**src/pkg/icoc_pkg.sv**
```systemverilog
package icoc_pkg;

    localparam int NCH = 8;

    // Global register byte offsets
    localparam logic [7:0] OFF_COUNT  = 8'h00;
    localparam logic [7:0] OFF_CTRL0  = 8'h04;
    localparam logic [7:0] OFF_CTRL1  = 8'h08;
    localparam logic [7:0] OFF_DIV    = 8'h0C;
    localparam logic [7:0] OFF_RSTVAL = 8'h10;
    localparam logic [7:0] OFF_PCLK   = 8'h14;
    localparam logic [7:0] OFF_FSEL   = 8'h18;
    localparam logic [7:0] OFF_FEN    = 8'h1C;

    // Register groups, haddr[7:5]; channel index in haddr[4:2]
    localparam logic [2:0] GRP_GLOBAL = 3'h0;
    localparam logic [2:0] GRP_CMP    = 3'h1;
    localparam logic [2:0] GRP_WCTL   = 3'h2;
    localparam logic [2:0] GRP_MCTL   = 3'h3;
    localparam logic [2:0] GRP_CAP    = 3'h4;
    localparam logic [2:0] GRP_PRB    = 3'h5;

    // Field positions
    localparam int C0_CSS   = 0;
    localparam int C0_RREN  = 2;
    localparam int C0_OVSEL = 3;
    localparam int C1_CREN  = 0;
    localparam int C1_PREN  = 1;
    localparam int C1_RUN   = 4;
    localparam int C1_MODE  = 5;
    localparam int W_INV    = 2;
    localparam int W_IVL    = 3;
    localparam int M_GATE   = 4;
    localparam int M_GCLR   = 5;
    localparam int M_PRE    = 6;
    localparam int M_PN     = 8;

    localparam logic [15:0] MCTL_LO_MASK = 16'h0003;
    localparam logic [15:0] MCTL_HI_MASK = 16'hFF53;
    localparam logic [2:0]  PRE_CH_LO    = 3'h6;
    localparam logic [15:0] COUNT_ZERO   = 16'h0000;
    localparam logic [15:0] COUNT_MAX    = 16'hFFFF;
    localparam logic [15:0] COUNT_ONE    = 16'h0001;
    localparam logic [14:0] LOW15_MAX    = 15'h7FFF;
    localparam logic [1:0]  HTRANS_NONSEQ = 2'h2;
    localparam logic        HRESP_OKAY    = 1'b0;

    typedef enum logic [1:0] {CSS_STOP = 2'h0, CSS_PCLK = 2'h1, CSS_TWO_PHASE = 2'h2, CSS_PCLK_ALT = 2'h3} icoc_css_t;
    typedef enum logic [1:0] {CM_UP = 2'h0, CM_UPDOWN = 2'h1, CM_TWO_PHASE = 2'h2, CM_RSVD = 2'h3} icoc_cmode_t;
    typedef enum logic [1:0] {OM_SINGLE = 2'h0, OM_DELAY = 2'h1, OM_SR = 2'h2, OM_RSVD = 2'h3} icoc_omode_t;

    typedef struct packed {
        logic        hsel;
        logic [31:0] haddr;
        logic [1:0]  htrans;
        logic        hwrite;
        logic [2:0]  hsize;
        logic [31:0] hwdata;
        logic        hready;
    } icoc_ahb_req_t;

    typedef struct packed {
        logic [31:0] hrdata;
        logic        hreadyout;
        logic        hresp;
    } icoc_ahb_rsp_t;

    typedef struct packed {
        logic [15:0]       count;
        logic              down;
        logic [7:0]        div_cnt;
        logic              f2_ph;
        logic              qa;
        logic              qb;
        logic [1:0]        css;
        logic              rren;
        logic              ovsel;
        logic              cren;
        logic              pren;
        logic              run;
        logic [1:0]        mode;
        logic [7:0]        div;
        logic [15:0]       rstval;
        logic              pclk_sel;
        logic [7:0]        fsel;
        logic [7:0]        fen;
        logic [7:0][15:0]  cmp;
        logic [7:0][3:0]   wctl;
        logic [7:0][15:0]  mctl;
        logic [7:0][15:0]  cap;
        logic [1:0][15:0]  prb;
        logic [1:0][7:0]   pre_cnt;
        logic [1:0]        gate_closed;
        logic [7:0]        chin;
        logic [7:0]        wave;
        logic [7:0]        pin;
        logic [7:0]        drive;
        logic              wr_act;
        logic              wr_ok;
        logic [7:0]        wr_addr;
        logic [31:0]       hrdata;
        logic              irq_req;
    } icoc_state_t;

endpackage

```
**src/core/icoc_base_timer.sv**
```systemverilog
`timescale 1ns/10ps
module icoc_base_timer
(
    input  wire logic                    clk,
    input  wire logic                    sys_rst,
    input  wire icoc_pkg::icoc_ahb_req_t ahb_req,
    output icoc_pkg::icoc_ahb_rsp_t      ahb_rsp,
    input  wire logic                    phase_a_input,
    input  wire logic                    phase_b_input,
    input  wire logic                    external_reset_pin,
    input  wire logic [7:0]              chan_in,
    output logic [7:0]                   chan_out,
    output logic [7:0]                   chan_oe_n,
    output logic                         base_irq_req
);
    import icoc_pkg::*;

    icoc_state_t s;
    icoc_state_t n;

    logic        periph_en;
    logic        q_evt;
    logic        q_up;
    logic        src_evt;
    logic        tick;
    logic        step_up;
    logic        ovf;
    logic        rmatch;
    logic        cmp_rst_ok;
    logic        rst_evt;
    logic        addr_phase;
    logic        wr_hit;
    logic        active;
    logic        rise;
    logic        fall;
    logic [15:0] cnt_nx;
    logic [7:0]  match;
    logic [7:0]  trig;
    logic [31:0] rdat;
    logic [2:0]  ch;
    logic [2:0]  rch;

    ////////////////////////////////////////////////////////////////////////////////
    // Outputs

    assign ahb_rsp.hrdata    = s.hrdata;
    assign ahb_rsp.hreadyout = 1'b1;
    assign ahb_rsp.hresp     = HRESP_OKAY;
    assign chan_out          = s.pin;
    assign chan_oe_n         = ~s.drive;
    assign base_irq_req      = s.irq_req;

    ////////////////////////////////////////////////////////////////////////////////
    // Next state

    always_comb
    begin
        n          = s;
        n.irq_req  = 1'b0;
        rdat       = '0;
        rch        = ahb_req.haddr[4:2];
        ch         = s.wr_addr[4:2];
        step_up    = 1'b1;
        tick       = 1'b0;
        rst_evt    = 1'b0;
        match      = '0;
        trig       = '0;
        active     = 1'b0;
        rise       = 1'b0;
        fall       = 1'b0;

        // Count source
        n.f2_ph   = ~s.f2_ph;
        periph_en = s.pclk_sel ? 1'b1 : s.f2_ph;
        q_evt     = (phase_a_input ^ s.qa) ^ (phase_b_input ^ s.qb);
        q_up      = (phase_a_input ^ s.qa) ? (phase_a_input != phase_b_input)
                                           : (phase_b_input == phase_a_input);
        n.qa      = phase_a_input;
        n.qb      = phase_b_input;
        case (s.css)
            CSS_STOP:      src_evt = 1'b0;
            CSS_TWO_PHASE: src_evt = q_evt;
            default:       src_evt = periph_en;
        endcase

        // Divider by n+1
        if (s.run && src_evt)
        begin
            if (s.div_cnt >= s.div)
            begin
                n.div_cnt = '0;
                tick      = 1'b1;
            end
            else
            begin
                n.div_cnt = s.div_cnt + 8'h01;
            end
        end

        // Counter step
        cnt_nx = s.count;
        if (tick)
        begin
            case (s.mode)
                CM_UPDOWN:
                begin
                    if (!s.down)
                    begin
                        if (s.count == COUNT_MAX)
                        begin
                            n.down  = 1'b1;
                            step_up = 1'b0;
                            cnt_nx  = s.count - COUNT_ONE;
                        end
                        else
                        begin
                            cnt_nx = s.count + COUNT_ONE;
                        end
                    end
                    else if (s.count == COUNT_ZERO)
                    begin
                        n.down = 1'b0;
                        cnt_nx = COUNT_ONE;
                    end
                    else
                    begin
                        step_up = 1'b0;
                        cnt_nx  = s.count - COUNT_ONE;
                    end
                end
                CM_TWO_PHASE:
                begin
                    step_up = q_up;
                    cnt_nx  = q_up ? s.count + COUNT_ONE : s.count - COUNT_ONE;
                end
                default: cnt_nx = s.count + COUNT_ONE;
            endcase
        end

        ovf = tick && step_up && (s.ovsel ? (s.count[14:0] == LOW15_MAX)
                                          : (s.count == COUNT_MAX));
        rmatch     = tick && (s.count == s.rstval);
        cmp_rst_ok = s.cren && (s.wctl[0][1:0] == OM_SINGLE) && !s.fsel[0] && s.fen[0];
        n.irq_req  = ovf || rmatch;

        if ((s.rren && rmatch) || (cmp_rst_ok && tick && (s.count == s.cmp[0])))
        begin
            cnt_nx  = COUNT_ZERO;
            n.down  = 1'b0;
            rst_evt = 1'b1;
        end

        wr_hit = s.wr_act && s.wr_ok;
        if (wr_hit && (s.wr_addr == OFF_COUNT) && s.run)
        begin
            cnt_nx = ahb_req.hwdata[15:0];
        end

        if (s.pren && !external_reset_pin)
        begin
            cnt_nx  = COUNT_ZERO;
            n.down  = 1'b0;
            rst_evt = 1'b1;
        end

        if (!s.run)
        begin
            cnt_nx    = COUNT_ZERO;
            n.down    = 1'b0;
            n.div_cnt = '0;
        end
        n.count = cnt_nx;

        if (tick)
        begin
            n.prb[0] = cnt_nx;
            n.prb[1] = cnt_nx;
        end

        // Channels
        n.chin = chan_in;
        for (int j = 0; j < NCH; j++)
        begin
            match[j] = tick && (s.count == s.cmp[j]);
        end
        for (int j = 0; j < NCH; j++)
        begin
            active = !s.fsel[j] && s.fen[j];
            case (s.wctl[j][1:0])
                OM_SINGLE:
                begin
                    if (match[j])
                        n.wave[j] = 1'b1;
                    else if (rst_evt || ovf)
                        n.wave[j] = 1'b0;
                end
                OM_DELAY:
                begin
                    if (match[j])
                        n.wave[j] = ~s.wave[j];
                end
                OM_SR:
                begin
                    if (j % 2 != 0)
                        n.wave[j] = 1'b0;
                    else if (match[j])
                        n.wave[j] = 1'b1;
                    else if (match[j | 1])
                        n.wave[j] = 1'b0;
                end
                default: n.wave[j] = 1'b0;
            endcase
            if ((j % 2 != 0) && (s.wctl[j - 1][1:0] == OM_SR))
                n.wave[j] = 1'b0;
            if (!active)
                n.wave[j] = 1'b0;
            n.pin[j]   = n.wave[j] ^ s.wctl[j][W_IVL] ^ s.wctl[j][W_INV];
            n.drive[j] = active;

            rise    = chan_in[j] && !s.chin[j];
            fall    = !chan_in[j] && s.chin[j];
            trig[j] = s.fsel[j] && s.fen[j] && ((s.mctl[j][0] && rise) || (s.mctl[j][1] && fall));
            if (j >= 6)
            begin
                if (s.mctl[j][M_GATE] && s.gate_closed[j - 6])
                    trig[j] = 1'b0;
                if (!s.mctl[j][M_GATE])
                    n.gate_closed[j - 6] = 1'b0;
                if (!s.mctl[j][M_PRE])
                    n.pre_cnt[j - 6] = '0;
                else if (trig[j])
                begin
                    if (s.pre_cnt[j - 6] >= s.mctl[j][M_PN +: 8])
                        n.pre_cnt[j - 6] = '0;
                    else
                    begin
                        n.pre_cnt[j - 6] = s.pre_cnt[j - 6] + 8'h01;
                        trig[j]          = 1'b0;
                    end
                end
                if (trig[j] && s.mctl[j][M_GATE])
                    n.gate_closed[j - 6] = 1'b1;
            end
            if (trig[j])
                n.cap[j] = s.count;
        end

        // Bus data phase write
        if (wr_hit)
        begin
            case (s.wr_addr[7:5])
                GRP_GLOBAL:
                begin
                    case (s.wr_addr)
                        OFF_CTRL0:
                        begin
                            n.css   = ahb_req.hwdata[C0_CSS +: 2];
                            n.rren  = ahb_req.hwdata[C0_RREN];
                            n.ovsel = ahb_req.hwdata[C0_OVSEL];
                        end
                        OFF_CTRL1:
                        begin
                            n.cren = ahb_req.hwdata[C1_CREN];
                            n.pren = ahb_req.hwdata[C1_PREN];
                            n.run  = ahb_req.hwdata[C1_RUN];
                            n.mode = ahb_req.hwdata[C1_MODE +: 2];
                        end
                        OFF_DIV:    n.div      = ahb_req.hwdata[7:0];
                        OFF_RSTVAL: n.rstval   = ahb_req.hwdata[15:0];
                        OFF_PCLK:   n.pclk_sel = ahb_req.hwdata[0];
                        OFF_FSEL:   n.fsel     = ahb_req.hwdata[7:0];
                        OFF_FEN:    n.fen      = ahb_req.hwdata[7:0];
                        default:    n.css      = s.css;
                    endcase
                end
                GRP_CMP:  n.cmp[ch] = ahb_req.hwdata[15:0];
                GRP_WCTL:
                begin
                    if (!(ch[0] && (s.wctl[{ch[2:1], 1'b0}][1:0] == OM_SR)))
                        n.wctl[ch] = ahb_req.hwdata[3:0];
                end
                GRP_MCTL:
                begin
                    if (ch >= PRE_CH_LO)
                    begin
                        n.mctl[ch] = ahb_req.hwdata[15:0] & MCTL_HI_MASK;
                        if (ahb_req.hwdata[M_GCLR])
                            n.gate_closed[ch[0]] = 1'b0;
                    end
                    else
                    begin
                        n.mctl[ch] = ahb_req.hwdata[15:0] & MCTL_LO_MASK;
                    end
                end
                default: n.css = s.css;
            endcase
        end

        // Bus address phase and read data
        case (ahb_req.haddr[7:5])
            GRP_GLOBAL:
            begin
                case (ahb_req.haddr[7:0])
                    OFF_COUNT:  rdat[15:0] = s.run ? s.count : COUNT_ZERO;
                    OFF_CTRL0:  rdat[3:0]  = {s.ovsel, s.rren, s.css};
                    OFF_CTRL1:  rdat[6:0]  = {s.mode, s.run, 2'h0, s.pren, s.cren};
                    OFF_DIV:    rdat[7:0]  = s.div;
                    OFF_RSTVAL: rdat[15:0] = s.rstval;
                    OFF_PCLK:   rdat[0]    = s.pclk_sel;
                    OFF_FSEL:   rdat[7:0]  = s.fsel;
                    OFF_FEN:    rdat[7:0]  = s.fen;
                    default:    rdat       = '0;
                endcase
            end
            GRP_CMP:  rdat[15:0] = s.cmp[rch];
            GRP_WCTL: rdat[3:0]  = s.wctl[rch];
            GRP_MCTL: rdat[15:0] = s.mctl[rch];
            GRP_CAP:  rdat[15:0] = s.cap[rch];
            GRP_PRB:  rdat[15:0] = (rch[2:1] == 2'h0) ? s.prb[rch[0]] : COUNT_ZERO;
            default:  rdat       = '0;
        endcase
        if (ahb_req.haddr[31:8] != '0)
            rdat = '0;

        addr_phase = ahb_req.hsel && ahb_req.hready && (ahb_req.htrans == HTRANS_NONSEQ);
        n.wr_act   = addr_phase && ahb_req.hwrite;
        n.wr_ok    = (ahb_req.haddr[31:8] == '0);
        n.wr_addr  = ahb_req.haddr[7:0];
        if (addr_phase && !ahb_req.hwrite)
            n.hrdata = rdat;
    end

    ////////////////////////////////////////////////////////////////////////////////
    // State register

    always_ff @(posedge clk or posedge sys_rst)
    begin
        if (sys_rst)
            s <= '0;
        else
            s <= n;
    end

endmodule

```
**config.mk**
```make
export PLATFORM = sky130hd
export DESIGN_NAME = icoc_base_timer
export DESIGN_NICKNAME = d
export VERILOG_FILES = /design/src/pkg/icoc_pkg.sv /design/src/core/icoc_base_timer.sv
export SDC_FILE = /design/constraint.sdc
export NUM_CORES = 1
export LEC_CHECK = 0
export BUFFER_PORTS_ARGS = -buffer_cell sky130_fd_sc_hd__buf_4
export CAP_MARGIN = 20
export CORE_ASPECT_RATIO = 1.4
export CORE_UTILIZATION = 45
export DETAILED_ROUTE_END_ITERATION = 8
export HOLD_SLACK_MARGIN = 0.06
export MAX_ROUTING_LAYER = met4
export PLACE_DENSITY = 0.61
export SYNTH_ARGS = -nofsm -noshare
export SYNTH_HDL_FRONTEND = slang
export SYNTH_SLANG_ARGS = --single-unit
```
**constraint.sdc**
```tcl
create_clock -name clk -period 28 [get_ports clk]
set_input_delay 4.2 -clock clk [delete_from_list [all_inputs] [get_ports clk]]
set_output_delay 4.2 -clock clk [all_outputs]
set_load 0.1 [all_outputs]
```
==> qor.yml, run 1 <==
startpoint_type: "input pin"
yosys_warnings: 0
antenna_found_initial: 4
rsz0062_at_grt: "false"
synth_top_area_share_pct: 49.3
drive_gt1_share_pct: 31.0
p_leak_uw: 0.0160
tightest_slew_ns: 1.12
grt_pass1_wl_um: 132000
drv_slew: 0
grt.overflow.total: 0
routed_wl_um: 87900
num-nets-final: 2543
synth_edf_count: 0
die_h_um: 306
final-seq-area_mm2: 0.0147
drcViolationCount: 0
synthArstFlopShare_pct: 100
clock_skew_ns: 0.0181
firstDrtPassIters: 7
die_x_um: 219
via_per_inst: 5.99
vdd_ir_drop_max_uv: 53.6
root_buffer: "clkbuf_16"
die_area_mm2: 0.0672
area_growth_pct: 11.5
yosysSeqAreaShare_pct: 49.3
power_density_mw_per_mm2: 55.2
cp_common_cell: "nor2_1"
wl_per_cell_um: 26.4
cts.sinks: 587
start_util_pct: 45.5
vias: 19900
cts-resized-gates: 0
synth_ff_type: "dfrtp_1"
max-cap-violations: 0
yosys-top-cells-area: "dfrtp_1, mux2_2, mux4_2, xor2_1, and2_1"
max_stage_delay_ns: 0.78
hp-class: "register to register"
io_pins: 136
maxSlewHeadroom_pct: 25.1
period_share_pct: 25.9
synth_seq_cells: 587
arrival_ns: 7.77
path_cells: "buf_6 -> buf_4 -> mux4_2 -> mux2i_1 -> nor2_1 -> a221oi_1 -> nand3_1 -> nor2_1 -> o21ai_0"
drt_iter0_drc: 1791
portBuffers: 98
setup_tns_ns: 0
endpoint_kind: "register"
multi_input_area_mm2: 0.0139
fill_cells: 5679
antenna_left: 0
holdBufCountCts: 0
post_cts_buffers: 0
syn_area_mm2: 0.0298
finalCriticalPeriod_ns: 7.24
hold_viol_final: 0
yosys.cell_types.count: 73
crit_fanout: 46
yosysTopAreaCell: "dfrtp_1"
cp.required_ns: 28.53
grt_max_degree: 188
clock_latency_ns: 0.66
utilization_pct: 50.7
path_class: "input pin to register"
cts_buffer_depth: 3
dpl.hpwl_um: 59900
fmax_mhz: 138
routabilityCongestion: 0.945
tritoncts: "built"
grt.total_usage_pct: 27.5
cp_slowest_cell: "buf_4"
setup_viol: 0
syn_area_per_cell_um2: 12.3
coreArea_mm2: 0.0654
htreeDepth: 2
rows: 111
grt_pass1_vias: 20500
clkTransAtPathRegs_ns: 0.07
cts_buffers: 58
synthCells: 2414
outcome: "complete, no violations"
## cell families (layout without fill, tap and decap cells)
group | count (synthesis) | after routing | share of synthesized area (%)
DFF | 587 | 587 | 49.3
and+or+nand+nor | 537 | 537 | 9.70
muxes | 533 | 533 | 23.9
AOI/OAI and AO/OA | 274 | 274 | 6.40
buffers and inverters | 274 | 318 | 4.14
xor gates and xnor gates | 175 | 175 | 5.15
adders and majority gates | 32 | 32 | 1.35
other | 2 | 20 | 0.0252
## power by group
group,leakage (µW),internal [µW],switching (µW)
sequential,0.00791,857,9.91
clock,0.00100,487,364
combinational,0.00707,33.5,79.4
total,0.0160,1380,454
## area by class of cell
class / count / area share, %
Clock inverter: 28 / 1.34
Tap cell: 847 / 3.19
Antenna cell: 2 / 0.0151
Clock buffer: 80 / 5.01
Sequential cell: 587 / 44.3
Multi-Input combinational cell: 1569 / 42.0
Inverter: 59 / 0.690
Timing Repair Buffer: 151 / 3.53
## state kept, by name, indices dropped and copies added (netlist names), named ones only
signal and flops:
s 543, ahb_rsp 16, base_irq_req 1, chan_out 8, ch 3
## cell usage in the layout (no fill, tap or decap), types with 8 or more instances in the layout
cell type	synthesis	layout
mux4_2	104	104
clkbuf_8	0	13
a22oi_1	24	24
or3_1	8	8
nand3_1	32	32
and3_1	18	18
a21oi_1	38	38
xor2_1	118	118
clkbuf_16	0	58
and2_1	96	96
dfrtp_1	587	587
conb_1	2	18
inv_1	59	58
nor2_1	94	93
ha_1	32	32
clkbuf_1	124	9
o221ai_1	9	9
nor3b_1	14	14
mux2_2	380	380
nand3b_1	13	13
nor2b_1	11	11
nand2_1	116	116
o21ai_1	8	8
nor4_1	43	42
o21ai_0	55	55
a222oi_1	11	11
o31ai_1	9	9
buf_4	46	148
or2_2	8	8
nor3_1	27	27
mux2i_1	49	49
nand4_1	24	24
xnor2_1	57	57
a21o_1	17	17
o22ai_1	30	30
nand2b_1	13	11
## final timing paths
check	from	endpoint	slack [ns]	cells past startpoint
max	ahb_req[41]	ahb_rsp[9]	20.76	9
min	s[593]	s[593]	0.45	1
max reg2reg	s[605]	s[124]	23.59	8
min reg2reg	s[593]	s[593]	0.45	1
max in group asynchronous	sys_rst	s[110]	21.86	4
min in group asynchronous	sys_rst	chan_out[6]	3.70	2
## worst max-delay path: cells and delay by family
kind	cells	cell delay (ns)
compound gates	2	0.37
buf+inv	2	1.28
mux	2	1.17
simple gates	3	0.64
## per-layer routing
metal,GRT usage (%),share of wire [%],up-vias
met2,43.7,49,653
met1,33.6,40,10400
met4,14.3,6.0,0
met3,4.39,5.2,211
met5,-,0,-
li1,-,-,8674
## metrics by stage
step	worst slack (ns)	std cells	hold slack [ns]	total power, µW	instance area [µm²]
final	20.76	3323	0.451	1830	33200
after global routing	20.63	3323	0.458	1890	33200
after CTS	20.82	3319	0.451	1850	33100
after detailed placement	20.12	3211	0.436	996	31000
after global placement	20.16	3211	0.427	994	31000
after floorplan	7.37	2430	0.411	957	29800
## synthesized netlist by cell type, drive strengths merged, types with 5 or more instances
cell	number
a21o	17
a21oi	38
a221oi	7
a222oi	11
a22o	7
a22oi	24
a311o	5
a31oi	5
and2	97
and3	18
buf	90
clkbuf	125
dfrtp	587
ha	32
inv	59
mux2	380
mux2i	49
mux4	104
nand2	116
nand2b	13
nand3	32
nand3b	13
nand4	24
nor2	94
nor2b	11
nor3	27
nor3b	14
nor4	48
o211ai	6
o21ai	63
o221ai	9
o22ai	30
o31a	5
o31ai	9
or2	8
or3	8
xnor2	57
xor2	118
No activity file was read; power rests on OpenSTA's default activity.
==> inputs of run 2 (changes only) <==
--- a/config.mk
+++ b/config.mk
@@ -5,6 +5,7 @@
 export SDC_FILE = /design/constraint.sdc
 export NUM_CORES = 1
 export LEC_CHECK = 0
+export ABC_AREA = 1
 export BUFFER_PORTS_ARGS = -buffer_cell sky130_fd_sc_hd__buf_4
 export CAP_MARGIN = 20
 export CORE_ASPECT_RATIO = 1.4
==> constraint.sdc (replaced) <==
create_clock -name clk -period 6.7 [get_ports clk]
set_input_delay 1.005 -clock clk [delete_from_list [all_inputs] [get_ports clk]]
set_output_delay 1.005 -clock clk [all_outputs]
set_load 0.1 [all_outputs]
==> run 2 against run 1 <==
  * Synthesized cell count increased by 50%
  * Hold slack got worse by 0.049 ns
  * Synthesized area about the same
  * Design area is 0.62% lower
  * Final cell count grew 35%
  * First-iteration DRC count grew 43%
  * Clock skew rose by 0.0059 ns
  * Flip-flop and latch count unchanged
  * Worst setup slack worse by 18 ns
  * Critical path type unchanged
==> qor.yml, run 2 <==
outcome: "complete, no violations"  # unchanged
synth-simple-area-share_pct: 21.5  # was 9.70%
syn_area_per_cell_um2: 8.21  # was 12.3 µm²
max-cap-violations: 0  # unchanged
rows: 111  # unchanged
die_h_um: 306  # about the same
largest_reg_flops: 543  # unchanged
power_density_mw_per_mm2: 234  # was 55.2 mW/mm²
htreeDepth: 2  # unchanged
setup_tns_ns: 0  # unchanged
fin_total_pwr_uw: 7720  # was 1830 µW
clkTransAtPathRegs_ns: 0.07  # about the same
hp-class: "register to register"  # unchanged
crit_fanout: 42  # was 46
dpl.hpwl_um: 69700  # was 59900 µm
syn_area_mm2: 0.0297  # was 0.0298 mm²
setup_viol: 0  # unchanged
holdPathStages: 1  # unchanged
hold_viol_final: 0  # unchanged
yosys.cell_types.count: 62  # was 73
synth_top_area_share_pct: 49.4  # was 49.3%
yosysSeqAreaShare_pct: 49.4  # was 49.3%
wl_per_cell_um: 22.2  # was 26.4 µm
cts.sinks: 587  # unchanged
yosys-top-cells-area: "dfrtp_1, nand2_1, o21ai_0, inv_1, nand3_1"  # was dfrtp_1, mux2_2, mux4_2, xor2_1, and2_1
tritoncts: "built"  # unchanged
clock_latency_ns: 0.65  # was 0.66 ns
cts_buffers: 57  # was 58
ff2ff_path_depth: 13  # was 8
layout_commonest_cell: "nand2_1"  # was dfrtp_1
routabilityCongestion: 1.01  # was 0.945
antenna_found_initial: 3  # was 4
synth_edf_count: 0  # unchanged
cts_buffer_depth: 3  # unchanged
dp_cells: 4387  # was 3211
cp_slowest_cell: "nor2_1"  # was buf_4
vias: 25400  # was 19900
portBuffers: 98  # unchanged
synth.most_common_cell: "nand2_1"  # was dfrtp_1
synth-compound-area-share_pct: 15.3  # was 6.40%
drt_iter0_drc: 2553  # was 1791
top_register: "s"  # unchanged
synth_xor_area_share_pct: 3.97  # was 5.15%
period_share_pct: 54.1
rsz0062_at_grt: "false"  # unchanged
drcViolationCount: 0  # unchanged
yosys-top-cells-count: "nand2_1, dfrtp_1, o21ai_0"  # was dfrtp_1, mux2_2, clkbuf_1
die_x_um: 219  # about the same
rrSetupSlack_ns: 3.21  # was 23.59 ns
crit_family: "buffers and inverters"  # unchanged
cp.required_ns: 7.28  # was 28.53 ns
hp-start: "s[593]"  # unchanged
p_leak_uw: 0.0163  # was 0.0160 µW
drv_slew: 0  # unchanged
vdd_ir_drop_max_uv: 252  # was 53.6 µV
endpoint_kind: "register"  # unchanged
finalCriticalPeriod_ns: 3.63
tightest_slew_ns: 1.14  # was 1.12 ns
path_cells: "buf_4 -> inv_2 -> nor2_1 -> nand2_1 -> inv_2 -> nand2_1 -> o211ai_1 -> nor2_1 -> o21ai_0 -> nor3_1 -> o21ai_1"  # was buf_6 -> buf_4 -> mux4_2 -> mux2i_1 -> nor2_1 -> a221oi_1 -> nand3_1 -> nor2_1 -> o21ai_0
routed_wl_um: 99700  # was 87900 µm
grt_pass1_wl_um: 151000  # was 132000 µm
drive_gt1_share_pct: 9.04  # was 31.0%
start_util_pct: 45.5  # about the same
synthMuxAreaShare_pct: 0  # was 23.9%
final_cell_mix: "nand2_1, dfrtp_1, o21ai_0"  # was dfrtp_1, mux2_2, buf_4
area_growth_pct: 10.9  # was 11.5%
synth_top_family_by_area: "simple AND/OR/NAND/NOR gates"  # was multiplexers
path_class: "input pin to register"  # unchanged
hold-path-endpoint: "s[593]"  # unchanged
via_per_inst: 5.63  # was 5.99
path_buf_inv: 3  # was 2
timing.rr.start: "s[617]"  # was s[605]
arrival_ns: 4.21  # was 7.77 ns
coreArea_mm2: 0.0654  # unchanged
finalNonFillerCells: 4501  # was 3323
rr_endpoint: "chan_out[6]"  # was s[124]
yosysTopAreaCell: "dfrtp_1"  # unchanged
die_area_mm2: 0.0672  # about the same
clock_skew_ns: 0.0240  # was 0.0181 ns
num-nets-final: 3721  # was 2543
synthCells: 3625  # was 2414
holdBufCountCts: 0  # unchanged
grt_max_degree: 147  # was 188
io_pins: 136  # unchanged
max_stage_delay_ns: 0.70  # was 0.78 ns
firstDrtPassIters: 6  # was 7
grt.overflow.total: 0  # unchanged
root_buffer: "clkbuf_16"  # unchanged
yosys_warnings: 0  # unchanged
synth_seq_cells: 587  # unchanged
grt.total_usage_pct: 31.0  # was 27.5%
post_cts_buffers: 0  # unchanged
synth_fa_ha_area_share_pct: 1.35  # about the same
antenna_left: 0  # unchanged
fmax_mhz: 276
grt_pass1_vias: 24500  # was 20500
startpoint_type: "input pin"  # unchanged
synthArstFlopShare_pct: 100  # unchanged
cts-resized-gates: 0  # unchanged
maxSlewHeadroom_pct: 23.5  # was 25.1%
synth_ff_type: "dfrtp_1"  # unchanged
-- run 2: how the worst max path moves through the flow --
stage | startpoint | slack, ns | end | depth (start not counted)
global route | ahb_req[43] | 3.01 | ahb_rsp[8] | 11
finish | ahb_req[43] | 3.07 | ahb_rsp[8] | 11
CTS | ahb_req[43] | 3.22 | ahb_rsp[8] | 11
floorplan | sys_rst | -2.31 | async pin | 1
detailed placement | ahb_req[43] | 2.55 | ahb_rsp[8] | 11
global placement | ahb_req[43] | 2.54 | ahb_rsp[8] | 11
-- run 2: cells by family (layout without fill, tap and decap cells) --
family	Yosys count	after routing
other	2	21
buffers and inverters	591	601
AND/OR/NAND/NOR	1509	1509
adder cells (fa/ha/maj)	32	32
flip-flops	587	587
XOR/XNOR	135	135
AO/OA/AOI/OAI	769	769
-- run 2: final cells by class --
cell class                      instances  area, µm²
Clock buffer                           80       1640
Clock inverter                         26        360
Inverter                              343       1290
Antenna cell                            3       7.51
Fill cell                            6434      32400
Tap cell                              847       1060
Sequential cell                       587      14700
Multi-Input combinational cell       2463      12600
Timing Repair Buffer                  152       1280
-- run 2: power breakdown --
group          switching, µW  internal, µW
clock network           1470          2020
registers               58.6          3590
logic                    432           152
-- run 2: layer usage --
layer | GRT usage [%] | routed length [µm] | up-vias
met5 | - | 0 | -
met3 | 4.71 | 5950 | 265
met4 | 16.5 | 5800 | 0
li1 | - | - | 11800
met1 | 36.7 | 39400 | 12400
met2 | 50.5 | 48500 | 892
-- run 2: per-stage QoR --
stage                     hold WS (ns)  worst slack [ns]  instance area [µm²]  utilization (%)
after floorplan                  0.383             -2.31                29800                -
after global placement           0.393              2.54                30800             47.2
after detailed placement         0.393              2.55                30800             47.2
after CTS                        0.401              3.22                32800             50.2
after global routing             0.452              3.01                33000             50.4
final                            0.402              3.07                33000             50.4
==> inputs of run 3 (changes only) <==
--- a/config.mk
+++ b/config.mk
@@ -13,7 +13,7 @@
 export DETAILED_ROUTE_END_ITERATION = 8
 export HOLD_SLACK_MARGIN = 0.06
 export MAX_ROUTING_LAYER = met4
-export PLACE_DENSITY = 0.61
+export PLACE_DENSITY = 0.64
 export SYNTH_ARGS = -nofsm -noshare
 export SYNTH_HDL_FRONTEND = slang
 export SYNTH_SLANG_ARGS = --single-unit
==> constraint.sdc (replaced) <==
create_clock -name clk -period 3.2 [get_ports clk]
set_input_delay 0.48 -clock clk [delete_from_list [all_inputs] [get_ports clk]]
set_output_delay 0.48 -clock clk [all_outputs]
set_load 0.1 [all_outputs]
==> run 3 against run 2 <==
  * Sequential power is 110% higher
  * First-iteration DRC count rose by 8.2%
  * Clock-buffer cell count decreased by 2
  * Critical path depth fell by 2
  * Die area stayed put
  * Clock skew shrank 0.0056 ns
  * Register-to-register slack got worse by 2.7 ns
  * Final cell count increased by 2.1%
  * Via count grew 2.8%
  * Non-clock buffer count increased by 95
  * Total power increased by 100%
  * Utilization is 1.2 points higher
  * Critical path type unchanged
  * Largest power group unchanged
==> qor.yml, run 3 (synthesized netlist as in run 2, its figures left out) <==
coreArea_mm2: 0.0654  # unchanged
path_cells: "dlygate4sd3_1 -> buf_4 -> nor2_4 -> inv_2 -> nor2_1 -> nand4_1 -> o22ai_1 -> o21ai_1 -> nand2_1"  # was buf_4 -> inv_2 -> nor2_1 -> nand2_1 -> inv_2 -> nand2_1 -> o211ai_1 -> nor2_1 -> o21ai_0 -> nor3_1 -> o21ai_1
drv_slew: 0  # unchanged
clock_skew_ns: 0.0185  # was 0.0240 ns
fill_cells: 6259  # was 6434
vdd_ir_drop_max_uv: 500  # was 252 µV
drt_iter0_drc: 2763  # was 2553
clkTransAtPathRegs_ns: 0.06  # was 0.07 ns
antenna_left: 0  # unchanged
cts.sinks: 587  # unchanged
tritoncts: "built"  # unchanged
antenna_found_initial: 3  # unchanged
finalCriticalPeriod_ns: 2.90
vias: 26100  # was 25400
globalRouteMet1Util_pct: 36.5  # was 36.7%
root_buffer: "clkbuf_16"  # unchanged
hp-class: "input pin to register"  # was register to register
crit_start: "ahb_req[42]"  # was ahb_req[43]
finalNonFillerCells: 4595  # was 4501
cp_slowest_cell: "o22ai_1"  # was nor2_1
htreeDepth: 2  # unchanged
grt.overflow.total: 0  # unchanged
max_stage_delay_ns: 0.80  # was 0.70 ns
path_class: "input pin to register"  # unchanged
hold_viol_final: 0  # unchanged
die_h_um: 306  # unchanged
crit_fanout: 9  # was 42
clock_latency_ns: 0.64  # was 0.65 ns
holdPathStages: 3  # was 1
busiest_layer: "met2"  # unchanged
arrival_ns: 3.46  # was 4.21 ns
firstDrtPassIters: 6  # unchanged
top_register: "s"  # unchanged
grt_max_degree: 85  # was 147
outcome: "complete, no violations"  # unchanged
routabilityCongestion: 1.02  # was 1.01
final_cell_mix: "nand2_1, dfrtp_1, o21ai_0"  # unchanged
wl_per_cell_um: 21.9  # was 22.2 µm
hp-start: "ahb_req[36]"  # was s[593]
tightest_slew_ns: 0.998  # was 1.14 ns
fmax_mhz: 345
die_x_um: 219  # unchanged
post_cts_buffers: 0  # unchanged
grt.total_usage_pct: 31.2  # was 31.0%
crit_family: "compound AO/OA/AOI/OAI gates"  # was buffers and inverters
utilization_pct: 51.6  # was 50.4%
worst_slack_ns: 0.302  # was 3.07 ns
via_per_inst: 5.67  # was 5.63
detailedPlace.worstSlack_ns: 0.381  # was 2.55 ns
cts_buffers: 56  # was 57
io_pins: 136  # unchanged
largest_reg_flops: 543  # unchanged
grt_pass1_wl_um: 152000  # was 151000 µm
start_util_pct: 45.5  # unchanged
rsz0062_at_grt: "false"  # unchanged
routed_wl_um: 101000  # was 99700 µm
dp_cells: 4468  # was 4387
path_buf_inv: 3  # unchanged
maxSlewHeadroom_pct: 33.4  # was 23.5%
use_met2_pct: 49.6  # was 50.5%
setup_tns_ns: 0  # unchanged
rows: 111  # unchanged
endpoint_kind: "register"  # unchanged
cp_num_cells: 9  # was 11
fin_total_pwr_uw: 15800  # was 7720 µW
rrSetupSlack_ns: 0.54  # was 3.21 ns
die_area_mm2: 0.0672  # unchanged
area_growth_pct: 13.4  # was 10.9%
timing.rr.start: "s[581]"  # was s[617]
drive_gt1_share_pct: 10.8  # was 9.04%
drcViolationCount: 0  # unchanged
p_leak_uw: 0.0167  # was 0.0163 µW
num-nets-final: 3815  # was 3721
power_density_mw_per_mm2: 469  # was 234 mW/mm²
max-cap-violations: 0  # unchanged
period_share_pct: 90.6
dpl.hpwl_um: 72500  # was 69700 µm
startpoint_type: "input pin"  # unchanged
cts_buffer_depth: 3  # unchanged
cp.required_ns: 3.76  # was 7.28 ns
grt_pass1_vias: 24800  # was 24500
ff2ff_path_depth: 13  # unchanged
grt_util_met3_pct: 4.50  # was 4.71%
setup_viol: 0  # unchanged
layout_commonest_cell: "nand2_1"  # unchanged
portBuffers: 98  # unchanged
## run 3: changes by cell type in the layout (fill, tap and decap cells not counted), moves of 4 or more
cell / previous run / this run
buf_16: 4 / 0
buf_12: 4 / 22
bufinv_16: 8 / 3
clkbuf_1: 11 / 7
dlygate4sd3_1: 0 / 19
buf_4: 143 / 206
## run 3: through the flow
step	area, µm²	hold slack [ns]
after global placement	31700	0.393
after detailed placement	31700	0.393
after CTS	33700	0.0643
after global routing	33700	0.101
after floorplan	29800	0.383
final	33700	0.0769
## run 3: layer usage
| layer | up-vias | wire length (µm) |
|---|---|---|
| met4 | 0 | 7550 |
| met2 | 1162 | 48200 |
| met1 | 12500 | 38200 |
| met5 | - | 0 |
| li1 | 12000 | - |
| met3 | 348 | 6780 |
## run 3: repair_timing
action                                 CTS  global route
gates resized for setup                  0             0
setup endpoints to repair                0             0
endpoints found under the hold margin   32             0
hold buffers                            19             0
## run 3: path summary, 6_finish.rpt
check / to
hold reg to reg: s[593]
setup reg to reg: s[113]
min in group asynchronous: s[293]
hold / removal: s[42]
setup / recovery: ahb_rsp[10]
max in group asynchronous: s[171]
## run 3: layout make-up
cell class	count	area [µm²]	area share, %
flip-flops and latches	587	14700	43.5
repair buffers	247	2180	6.45
inverters	343	1290	3.83
diodes	3	7.51	0.0222
clock buffers	78	1660	4.91
clock inverters	27	236	0.701
multi-input cells	2463	12600	37.4
well taps	847	1060	3.14
## run 3: tightest hold or removal path, stage by stage
cell	delay (ns)
buf_4	0.11
inv_1	0.04
nor2_1	0.04
## run 3: power by group
part           switching, µW  internal, µW  leakage (µW)
combinational            909           385       0.00889
sequential               120          7520       0.00683
clock                   3030          3860      0.000945
